<file path="src/verilog/gfcm_defines.vh">
// gfcm_defines.vh: constants shared by the glitch-free clock mux and gate block
// assumes inclusion by bare name from files under verilog/
`ifndef GFCM_DEFINES_VH
`define GFCM_DEFINES_VH

// idle (parked) output level of each multiplexer variant
`define GFCM_IDLE_RISE   1'b0
`define GFCM_IDLE_FALL   1'b1

// source index: clk_in_low_sel or clk_in_high_sel
`define GFCM_SRC_LOW     1'b0
`define GFCM_SRC_HIGH    1'b1

// multiplexer state codes
`define GFCM_ST_RUN      1'b0
`define GFCM_ST_HOLD     1'b1

// reset value of the synchroniser stages
`define GFCM_SYNC_RST    9'h000

// width of the synchronised input bundle and bit index of each input
`define GFCM_SYNC_W      9
`define GFCM_B_RMUX_LO   0
`define GFCM_B_RMUX_HI   1
`define GFCM_B_RMUX_SEL  2
`define GFCM_B_FMUX_LO   3
`define GFCM_B_FMUX_HI   4
`define GFCM_B_FMUX_SEL  5
`define GFCM_B_RGATE_CLK 6
`define GFCM_B_FGATE_CLK 7
`define GFCM_B_GBUF_CLK  8

// constant ties of the gated buffers' unused clock input
`define GFCM_TIE_ZERO    1'b0
`define GFCM_TIE_ONE     1'b1

`endif

</file>
<file path="src/verilog/gfcm_mux_core.v">
// gfcm_mux_core: one glitch-free two-input clock multiplexer, sampled on the core clock
// assumes all inputs are already synchronised and filtered in the core clock domain
`timescale 1ns/1ps
`include "gfcm_defines.vh"

module gfcm_mux_core #(
   parameter [0:0] IDLE_LVL = `GFCM_IDLE_RISE
) (
   // clock and reset
   input  wire i_core_clk,
   input  wire i_rst_n,
   // filtered clock inputs and select
   input  wire i_clk_low_sel,
   input  wire i_clk_high_sel,
   input  wire i_select,
   // muxed clock and status
   output reg  o_clk,
   output reg  o_src,
   output reg  o_hold
);

   localparam [0:0] ST_RUN  = `GFCM_ST_RUN;
   localparam [0:0] ST_HOLD = `GFCM_ST_HOLD;

   reg        state_r;
   reg        state_nxt;
   reg        src_nxt;
   reg        out_nxt;
   reg  [1:0] prev_r;
   wire [1:0] clk_vec;
   wire       cur_clk;
   wire       tgt_clk;
   wire       tgt_prev;

   assign clk_vec  = {i_clk_high_sel, i_clk_low_sel};
   assign cur_clk  = clk_vec[o_src];
   assign tgt_clk  = clk_vec[~o_src];
   assign tgt_prev = prev_r[~o_src];

   // switch-over decision
   always @* begin
      state_nxt = state_r;
      src_nxt   = o_src;
      out_nxt   = IDLE_LVL;
      case (state_r)
         ST_RUN: begin
            out_nxt = cur_clk;
            // select only looked at while the old clock is parked
            if ((i_select != o_src) && (cur_clk == IDLE_LVL)) begin
               state_nxt = ST_HOLD;
               out_nxt   = IDLE_LVL;
            end
         end
         ST_HOLD: begin
            out_nxt = IDLE_LVL;
            if ((i_select == o_src) && (cur_clk == IDLE_LVL)) begin
               state_nxt = ST_RUN;                          // switch withdrawn, old phase continues
            end else if ((i_select != o_src) && (tgt_prev != IDLE_LVL) && (tgt_clk == IDLE_LVL)) begin
               state_nxt = ST_RUN;
               src_nxt   = ~o_src;
            end
         end
         default: begin
            state_nxt = ST_RUN;
         end
      endcase
   end

   // state, source and output registers; power-up forwards the low-select input
   always @(posedge i_core_clk or negedge i_rst_n) begin
      if (!i_rst_n) begin
         state_r <= ST_RUN;
         o_src   <= `GFCM_SRC_LOW;
         o_clk   <= IDLE_LVL;
         o_hold  <= 1'b0;
         prev_r  <= {IDLE_LVL, IDLE_LVL};
      end else begin
         state_r <= state_nxt;
         o_src   <= src_nxt;
         o_clk   <= out_nxt;
         o_hold  <= (state_nxt == ST_HOLD);
         prev_r  <= clk_vec;
      end
   end

endmodule // gfcm_mux_core

</file>
<file path="src/verilog/gfcm_top.v">
// gfcm_top: glitch-free clock multiplexers (rising and falling variant), gated clock
// buffers built on them, and a plain global clock buffer, all oversampled on i_core_clk
// assumes every clock, select and enable input is asynchronous to i_core_clk and that
// i_core_clk is well above twice the fastest input clock rate
// output clocks lag their inputs by about five core cycles and move only on core edges
// a disabled gate keeps its multiplexer parked; re-enabling resumes while the clock idles
//
// Contract
// - output follows low-select input when select low, high-select input when high.
// - output high and low phases never shorter than the shortest input phase.
// - the two inputs may be unrelated or asynchronous; switching stays safe.
// - rising variant ignores select changes while the selected clock is high.
// - falling variant ignores select changes while the selected clock is low.
// - rising variant parks low, then hands over on the new clock's fall.
// - falling variant parks high, then hands over on the new clock's rise.
// - rising gate: enable high before rising edge passes the whole pulse.
// - rising gate: enable low before rising edge blocks pulse, output stays low.
// - rising gate ignores enable while clock high; finishes high pulse first.
// - falling gate: enable high before falling edge passes the whole pulse.
// - falling gate: enable low before falling edge blocks pulse, output stays high.
// - falling gate ignores enable while clock low; finishes low pulse first.
// - each gated buffer is built on the multiplexer of matching edge polarity.
// - plain buffer reproduces its input clock unchanged.
// - rising gate: clock on low-select, zero on high-select, select is inverted enable.
// - falling gate: clock on low-select, one on high-select, select is inverted enable.
`timescale 1ns/1ps
`include "gfcm_defines.vh"

module gfcm_top (
   // core clock and reset
   input  wire i_core_clk,
   input  wire i_rst_n,
   // rising-edge multiplexer inputs
   input  wire i_rmux_clk_low_sel,
   input  wire i_rmux_clk_high_sel,
   input  wire i_rmux_clock_select,
   // falling-edge multiplexer inputs
   input  wire i_fmux_clk_low_sel,
   input  wire i_fmux_clk_high_sel,
   input  wire i_fmux_clock_select,
   // rising-edge gated buffer inputs
   input  wire i_rgate_clk,
   input  wire i_rgate_clock_gate_enable,
   // falling-edge gated buffer inputs
   input  wire i_fgate_clk,
   input  wire i_fgate_clock_gate_enable,
   // plain buffer input
   input  wire i_gbuf_clk,
   // rising-edge multiplexer outputs
   output wire o_rmux_clk,
   output wire o_rmux_src,
   output wire o_rmux_hold,
   // falling-edge multiplexer outputs
   output wire o_fmux_clk,
   output wire o_fmux_src,
   output wire o_fmux_hold,
   // gated buffer outputs
   output wire o_rgate_clk,
   output wire o_fgate_clk,
   // plain buffer output
   output reg  o_gbuf_clk
);

   reg  [`GFCM_SYNC_W-1:0] sync1_r;
   reg  [`GFCM_SYNC_W-1:0] sync2_r;
   reg  [`GFCM_SYNC_W-1:0] sync3_r;
   reg  [`GFCM_SYNC_W-1:0] filt_r;
   wire [`GFCM_SYNC_W-1:0] pins;
   reg  [`GFCM_SYNC_W-1:0] filt_nxt;
   integer                 fi;
   wire                    rgate_sel;
   wire                    fgate_sel;
   wire                    rmux_lo_f;
   wire                    rmux_hi_f;
   wire                    rmux_sel_f;
   wire                    fmux_lo_f;
   wire                    fmux_hi_f;
   wire                    fmux_sel_f;
   wire                    rgate_clk_f;
   wire                    fgate_clk_f;
   wire                    gbuf_clk_f;

   // gather asynchronous clock and select inputs; the gate enables are not in this bundle
   assign pins[`GFCM_B_RMUX_LO]   = i_rmux_clk_low_sel;
   assign pins[`GFCM_B_RMUX_HI]   = i_rmux_clk_high_sel;
   assign pins[`GFCM_B_RMUX_SEL]  = i_rmux_clock_select;
   assign pins[`GFCM_B_FMUX_LO]   = i_fmux_clk_low_sel;
   assign pins[`GFCM_B_FMUX_HI]   = i_fmux_clk_high_sel;
   assign pins[`GFCM_B_FMUX_SEL]  = i_fmux_clock_select;
   assign pins[`GFCM_B_RGATE_CLK] = i_rgate_clk;
   assign pins[`GFCM_B_FGATE_CLK] = i_fgate_clk;
   assign pins[`GFCM_B_GBUF_CLK]  = i_gbuf_clk;

   // next filtered level: take stage three once stages two and three agree, else keep the old level
   function agree_filter (
      input stage2,
      input stage3,
      input held
   );
      agree_filter = (stage2 == stage3) ? stage3 : held;
   endfunction

   // a level change counts only once stages two and three agree
   always @* begin
      filt_nxt = filt_r;
      for (fi = 0; fi < `GFCM_SYNC_W; fi = fi + 1) begin
         filt_nxt[fi] = agree_filter(sync2_r[fi], sync3_r[fi], filt_r[fi]);
      end
   end

   // filtered copies of each input, named for the path that uses them
   assign rmux_lo_f   = filt_r[`GFCM_B_RMUX_LO];
   assign rmux_hi_f   = filt_r[`GFCM_B_RMUX_HI];
   assign rmux_sel_f  = filt_r[`GFCM_B_RMUX_SEL];
   assign fmux_lo_f   = filt_r[`GFCM_B_FMUX_LO];
   assign fmux_hi_f   = filt_r[`GFCM_B_FMUX_HI];
   assign fmux_sel_f  = filt_r[`GFCM_B_FMUX_SEL];
   assign rgate_clk_f = filt_r[`GFCM_B_RGATE_CLK];
   assign fgate_clk_f = filt_r[`GFCM_B_FGATE_CLK];
   assign gbuf_clk_f  = filt_r[`GFCM_B_GBUF_CLK];

   // three-stage synchroniser with agreement filter
   always @(posedge i_core_clk or negedge i_rst_n) begin
      if (!i_rst_n) begin
         sync1_r <= `GFCM_SYNC_RST;
         sync2_r <= `GFCM_SYNC_RST;
         sync3_r <= `GFCM_SYNC_RST;
         filt_r  <= `GFCM_SYNC_RST;
      end else begin
         sync1_r <= pins;
         sync2_r <= sync1_r;
         sync3_r <= sync2_r;
         filt_r  <= filt_nxt;
      end
   end

   // gate enables are synchronised separately so the select path stays a plain level
   reg [2:0] rgate_en_sync_r;
   reg [2:0] fgate_en_sync_r;
   reg       rgate_en_r;
   reg       fgate_en_r;

   // enable synchronisers with the same agreement filter
   always @(posedge i_core_clk or negedge i_rst_n) begin
      if (!i_rst_n) begin
         rgate_en_sync_r <= 3'h0;
         fgate_en_sync_r <= 3'h0;
         rgate_en_r      <= 1'b0;
         fgate_en_r      <= 1'b0;
      end else begin
         rgate_en_sync_r <= {rgate_en_sync_r[1:0], i_rgate_clock_gate_enable};
         fgate_en_sync_r <= {fgate_en_sync_r[1:0], i_fgate_clock_gate_enable};
         rgate_en_r      <= agree_filter(rgate_en_sync_r[1], rgate_en_sync_r[2], rgate_en_r);
         fgate_en_r      <= agree_filter(fgate_en_sync_r[1], fgate_en_sync_r[2], fgate_en_r);
      end
   end

   // disabled gate selects the constant input
   assign rgate_sel = ~rgate_en_r;
   assign fgate_sel = ~fgate_en_r;

   // rising-edge multiplexer
   gfcm_mux_core #(
      .IDLE_LVL       (`GFCM_IDLE_RISE)
   ) u_rmux (
      .i_core_clk     (i_core_clk),
      .i_rst_n        (i_rst_n),
      .i_clk_low_sel  (rmux_lo_f),
      .i_clk_high_sel (rmux_hi_f),
      .i_select       (rmux_sel_f),
      .o_clk          (o_rmux_clk),
      .o_src          (o_rmux_src),
      .o_hold         (o_rmux_hold)
   );

   // falling-edge multiplexer
   gfcm_mux_core #(
      .IDLE_LVL       (`GFCM_IDLE_FALL)
   ) u_fmux (
      .i_core_clk     (i_core_clk),
      .i_rst_n        (i_rst_n),
      .i_clk_low_sel  (fmux_lo_f),
      .i_clk_high_sel (fmux_hi_f),
      .i_select       (fmux_sel_f),
      .o_clk          (o_fmux_clk),
      .o_src          (o_fmux_src),
      .o_hold         (o_fmux_hold)
   );

   // rising-edge gated buffer on the rising multiplexer, parks low
   gfcm_mux_core #(
      .IDLE_LVL       (`GFCM_IDLE_RISE)
   ) u_rgate (
      .i_core_clk     (i_core_clk),
      .i_rst_n        (i_rst_n),
      .i_clk_low_sel  (rgate_clk_f),
      .i_clk_high_sel (`GFCM_TIE_ZERO),
      .i_select       (rgate_sel),
      .o_clk          (o_rgate_clk),
      .o_src          (),
      .o_hold         ()
   );

   // falling-edge gated buffer on the falling multiplexer, parks high
   gfcm_mux_core #(
      .IDLE_LVL       (`GFCM_IDLE_FALL)
   ) u_fgate (
      .i_core_clk     (i_core_clk),
      .i_rst_n        (i_rst_n),
      .i_clk_low_sel  (fgate_clk_f),
      .i_clk_high_sel (`GFCM_TIE_ONE),
      .i_select       (fgate_sel),
      .o_clk          (o_fgate_clk),
      .o_src          (),
      .o_hold         ()
   );

   // plain buffer: filtered input clock, retimed once
   always @(posedge i_core_clk or negedge i_rst_n) begin
      if (!i_rst_n) begin
         o_gbuf_clk <= 1'b0;
      end else begin
         o_gbuf_clk <= gbuf_clk_f;
      end
   end

endmodule // gfcm_top

</file>
<file path="config.mk">
export PLATFORM = sky130hd
export DESIGN_NAME = gfcm_top
export DESIGN_NICKNAME = d
export VERILOG_FILES = /design/src/verilog/gfcm_mux_core.v /design/src/verilog/gfcm_top.v
export VERILOG_INCLUDE_DIRS = /design/src /design/src/verilog
export SDC_FILE = /design/constraint.sdc
export NUM_CORES = 1
export LEC_CHECK = 0
export ABC_AREA = 1
export BUFFER_PORTS_ARGS = -buffer_cell sky130_fd_sc_hd__buf_4
export CAP_MARGIN = 10
export CORE_ASPECT_RATIO = 1.4
export CORE_UTILIZATION = 55
export CTS_CLUSTER_SIZE = 12
export DETAILED_ROUTE_END_ITERATION = 10
export PLACE_DENSITY = 0.79
export SYNTH_ARGS = -nofsm -noshare
export SYNTH_HDL_FRONTEND = slang
export SYNTH_SLANG_ARGS = --single-unit
</file>
<file path="constraint.sdc">
create_clock -name i_core_clk -period 1.4 [get_ports i_core_clk]
set_clock_uncertainty 0.15 [all_clocks]
set_input_delay 0.28 -clock i_core_clk [delete_from_list [all_inputs] [get_ports i_core_clk]]
set_output_delay 0.28 -clock i_core_clk [all_outputs]
set_load 0.02 [all_outputs]
</file>
# Word level (Yosys, flattened, before mapping)
# Cells that the tools add are included.
classes:
  magnitude_cmp: 8
  n_reduce_logical: 20
  bitwise_logic: 20
  n_mux: 48
  eq_ne: 19
ops:
  columns: ["op", "count"]
  rows:
  - ["$mux 1", 40]
  - ["$not 1->1", 20]
  - ["$logic_and 1x1->1", 16]
  - ["$lt 1x2->1 const B", 8]
  - ["$pmux 1 s2", 8]
  - ["$eq 1x1->1", 15]
  - ["$reduce_and 3->1", 4]
  - ["$ne 1x1->1", 4]
word_totals:
  inputBits: 13
  wordCells: 148
  ff_bits: 63
  output_inout_bits: 9

# Longest topological paths before layout
logic_depth:
  word_depth: 9
  depth_mapped: 8
  depth_no_buf: 8

# Cells and area by module
# From an unflattened synthesis, not the netlist that was laid out.
unflattened:
  hier_cells: 213
  hier_area_um2: 2308.5
modules_own_cells:
  columns: ["module", "cells_each", "n_inst", "area_per_inst_um2"]
  rows:
  - ["gfcm_top", 93, 1, 1320.0]
  - ["gfcm_mux_core (u_rgate ...)", 30, 2, 252.7]
  - ["gfcm_mux_core (u_fgate ...)", 30, 2, 241.5]

# Worst setup path before layout
# OpenSTA, ideal clock, no wires.
synth_timing:
  path_kind: "register to register"
  startpoint: "reg u_rmux.o_src"
  endpoint: "reg u_rmux.o_src"
  path_stages_with_launch: 9
  setup_time_ns: 0.116
  period_less_slack_ns: 1.229
  arrival_ns: 0.963
  setup_slack_ns: 0.171
  path_cell_list: "dfrtp_1 > buf_6 > inv_2 > nand2_1 > nand2_1 > nor2_2 > nand2_1 > nand2_1 > nand2_1"
synth_between:
  elab_chain_cells: 6
  word_cells_on_any_way: 16
  classes_between: "2 x eq/ne; 6 x mux; 4 x bitwise; 4 x reduce/logical"
synth_rtl:
  columns: ["element", "line_no", "rtl"]
  rows:
  - ["start, declared", "gfcm_mux_core.v:18", "output reg o_src,"]
  - ["start signal, assigned", "gfcm_mux_core.v:73", "o_src <= `GFCM_SRC_LOW;"]
  - ["start signal, assigned", "gfcm_mux_core.v:79", "o_src <= src_nxt;"]
  - ["$mux 1 (not written as such) (2 in a row)", "gfcm_mux_core.v:36", "assign cur_clk = clk_vec[o_src];"]
  - ["$not 1->1", "gfcm_mux_core.v:56", "if ((i_select == o_src) && (cur_clk == IDLE_LVL)) begin"]
  - ["$logic_and 1x1->1", "gfcm_mux_core.v:56", null]
  - ["$not 1->1 (no source line)", null, null]
  - ["$reduce_and 3->1 (no source line)", null, null]
# Parallel ways exist; a longest one is shown, timed or not. The select of a mux whose other input is x is not followed.
# A chain may end at the register's enable or synchronous reset.

# Worst setup path after layout
layout_timing:
  startpoint: "reg u_fgate.o_clk"
  endpoint: "out o_fgate_clk"
layout_lines:
  columns: ["element", "line_no", "rtl"]
  rows:
  - ["start, declared", "gfcm_mux_core.v:17", "output reg o_clk,"]
  - ["start signal, assigned", "gfcm_mux_core.v:80", "o_clk <= out_nxt;"]
  - ["end, declared", "gfcm_top.v:59", "output wire o_fgate_clk,"]
# No word-level cell between the ends.

==> results by group <==
CTS
  – Master cell of the clock root buffer: sky130_fd_sc_hd__clkbuf_8
  – Clk_lat worst skew: 0.32 ns
  – Clock input transition at the sequential cells of the worst setup and hold paths: 0.06 ns
  – CTS buffer count: 9
  – CTS H-tree depth: 3
  – Clock Path Buffers: 2
  – Number of sinks handled by clock tree synthesis: 63
  – CTS tree: yes

Flow run
  – Total of max-cap violations: 0

Logic synthesis
  – Number of cells produced by synthesis: 148
  – Synth unique cells: 19
  – Mean instance size in the synthesized netlist: roughly 14 µm²
  – Yosys Warn Count: 0
  – Most repeated cell in the gate-level netlist after synthesis: sky130_fd_sc_hd__dfrtp_1
  – Most frequently used flop master after synthesis: sky130_fd_sc_hd__dfrtp_1
  – Seq/Total Area, Yosys: 78.0%
  – Top cells by count, synth: sky130_fd_sc_hd__dfrtp_1 (58), sky130_fd_sc_hd__nand2_1 (27), sky130_fd_sc_hd__inv_1 (14)
  – Flip-flop and latch count after synthesis: 63
  – Total standard cell area after synthesis: 2030 µm²
  – Synth area leader: sky130_fd_sc_hd__dfrtp_1
  – Most area-consuming cells after synthesis: sky130_fd_sc_hd__dfrtp_1 (72%), sky130_fd_sc_hd__dfstp_2 (6.5%), sky130_fd_sc_hd__maj3_1 (5.4%)
  – Top-area cell type share of the netlist area: 71.5%
  – EDFF count, synth: 0
  – FFs w/ async S/R, synth: 100%
  – Net count of the mapped netlist: approximately 160

Placed design
  – Number of buffers added on ports: 21
  – Total placed cells including tap cells: 210
  – Total cell area at the placement stage: ~2300 µm²
  – Final RePlAce weighted congestion: 0.728
  – Detailed placement HPWL: ~2100 µm

Timing
  – Maximum clock frequency: 0.721 GHz
  – Transition time at the pin with the least slew margin: roughly 0.29 ns
  – Hold slack: around 0.20 ns
  – Shortest period the worst path allows: 1.39 ns
  – Aggregate negative setup slack: 0 ns
  – Hold Violations, Final: 0
  – Endpoints failing setup: 0
  – Max-slew headroom: about 80%
  – Share of the clock period used by the worst path: 99.1%
  – Final Max Tran Viols: 0
  – Unrepaired setup endpoints after global routing: true

Critical path
  – Startpoint types: register
  – Cell breakdown of the critical path: buf_6
  – Worst EP arrival: 0.96 ns
  – Biggest cell delay along the critical path: around 0.53 ns
  – Crit path buffers/inverters: 1
  – Type of element capturing the critical path: primary output
  – Req. time, crit path: 0.97 ns
  – Worst reg-to-reg setup slack: 0.10 ns
  – Crit-path leading delay family: flip-flops
  – Critical path's slowest cell: sky130_fd_sc_hd__dfstp_2
  – Critical path fanouts, max: 1
  – Path type of the worst setup path: reg -> out

Final layout
  – # diodes: 0
  – Synthesis-to-layout area growth: 29.3%
  – Share of cells above drive strength 1: 25.9%
  – Final standard cell count with taps included and fillers excluded: 241
  – Net total in the final layout: 209
  – Post-route cell area: 2630 µm²

Die
  – Die Wd: 53.3 µm
  – FP Rows: 25
  – Initial cell density of the core: approximately three fifths
  – Area of the die: 3940 µm²
  – Area of the core: about 3400 µm²
  – Number of primary I/O pins: 22
  – Overall die height: 73.9 µm

Global routing
  – GRT Overall Usage: 19.9%
  – GR Util met2: between 30% and 40%
  – Number of global-route vias before repair: 1304
  – Global-route wire length before repair: between 5000 and 6000 µm
  – Initial antenna violation count: 0
  – Leftover overflow at the end of global routing: 0
  – Most heavily used metal layer in global routing: met2
  – Met1 Usage GRT: 22.9%
  – Grt met3 use: between 6 and 7%
  – Pin count of the biggest net entering global routing: 27

Hold path
  – Worst min-delay path category: reg -> reg

Run status
  – Result of the run: finished, final reports clean

Route
  – Total via count after detailed routing: 1202
  – Mean number of vias per cell: 4.99
  – WL per Instance: 13.0 µm
  – Number of detailed-routing iterations run before antenna repair: 4
  – Initial DRC count: 31
  – Number of DRC violations after detailed routing: 0
  – Residual antenna-violating net count after detailed routing: 0
  – Total wire length: 3130 µm

Power
  – Leakage power summed over all cells: between 1 and 1.5 nW
  – Highest ir drop seen on vdd: about 1.3 mV
  – Power density over the cells: about 1800 nW/µm²
[area by class of cell]
cell class	instances	area, µm²
tap	40	50.0
multi-input combinational	68	375
sequential	63	1590
fill	214	816
timing repair buffer	38	339
clock inverter	4	70.1
inverter	16	60.1
clock buffer	12	145
[routing by layer]
layer	vias up	share of wire (%)	routed length, µm
li1	562	-	-
met1	599	41	1300
met2	30	53	1660
met3	11	3.2	101
met4	0	2.4	74
met5	-	0	0
[final timing paths]
check	endpoint	cells after the start	from
setup / recovery	o_fgate_clk	1	u_fgate.o_clk
setup reg to reg	u_rmux.o_src	7	u_rmux.o_src
min in group asynchronous	fgate_en_sync_r[2]	2	i_rst_n
max in group asynchronous	u_rmux.o_src	3	i_rst_n
hold / removal	rgate_en_sync_r[1]	0	rgate_en_sync_r[0]
hold reg to reg	rgate_en_sync_r[1]	0	rgate_en_sync_r[0]
[stage by stage]
step | setup WS, ns | utilization (%) | power (mW)
CTS | -0.0126 | 75.6 | 4.70
finish | 0.0124 | 76.3 | 4.72
floorplan | 0.171 | - | 2.67
global route | -0.0275 | 76.3 | 4.96
detailed placement | 0.136 | 65.5 | 2.96
global placement | 0.262 | 65.5 | 2.88
[registers in the layout, summed over array words and instances (netlist names), 2 cells and up]
register	count
filt_r	9
sync1_r	9
sync2_r	9
sync3_r	9
fgate_en_sync_r	3
rgate_en_sync_r	3
u_fmux.prev_r	2
u_rmux.prev_r	2
[cells in the final DEF, fill, tap and decap left out, drive strengths merged]
master / netlist / routed
dlygate4sd3: 0 / 12
dfstp: 5 / 5
dfrtp: 58 / 58
inv: 16 / 16
bufinv: 0 / 2
maj3: 11 / 11
nand2: 28 / 28
clkbuf: 0 / 12
o21a: 1 / 1
nor2: 11 / 11
buf: 1 / 26
clkinv: 0 / 2
and2: 1 / 1
nand3b: 2 / 2
xnor2: 1 / 1
o21ai: 2 / 2
o211ai: 1 / 1
nand3: 8 / 8
nor3b: 2 / 2
[cell families after synthesis]
group / synth area share (%)
flip-flops: 78.0
AND/OR/NAND/NOR: 11.4
buffers and inverters: 3.51
adder cells (fa/ha/maj): 5.43
AO/OA/AOI/OAI: 1.23
XOR/XNOR: 0.432
[power breakdown]
group          internal (mW)  switching [mW]
Combinational          0.394           0.473
Sequential              2.05           0.142
Clock                   1.05           0.613
Total                   3.49            1.23
[timing repair]
action / CTS / global route
setup buffers: 0 / 3
gates resized for setup: 5 / 0
hold buffers: 12 / 0
endpoints found under the setup margin: 4 / 4
cloned: 0 / 0
endpoints found under the hold margin: 52 / 0
Power figures use the tool's default switching activity.
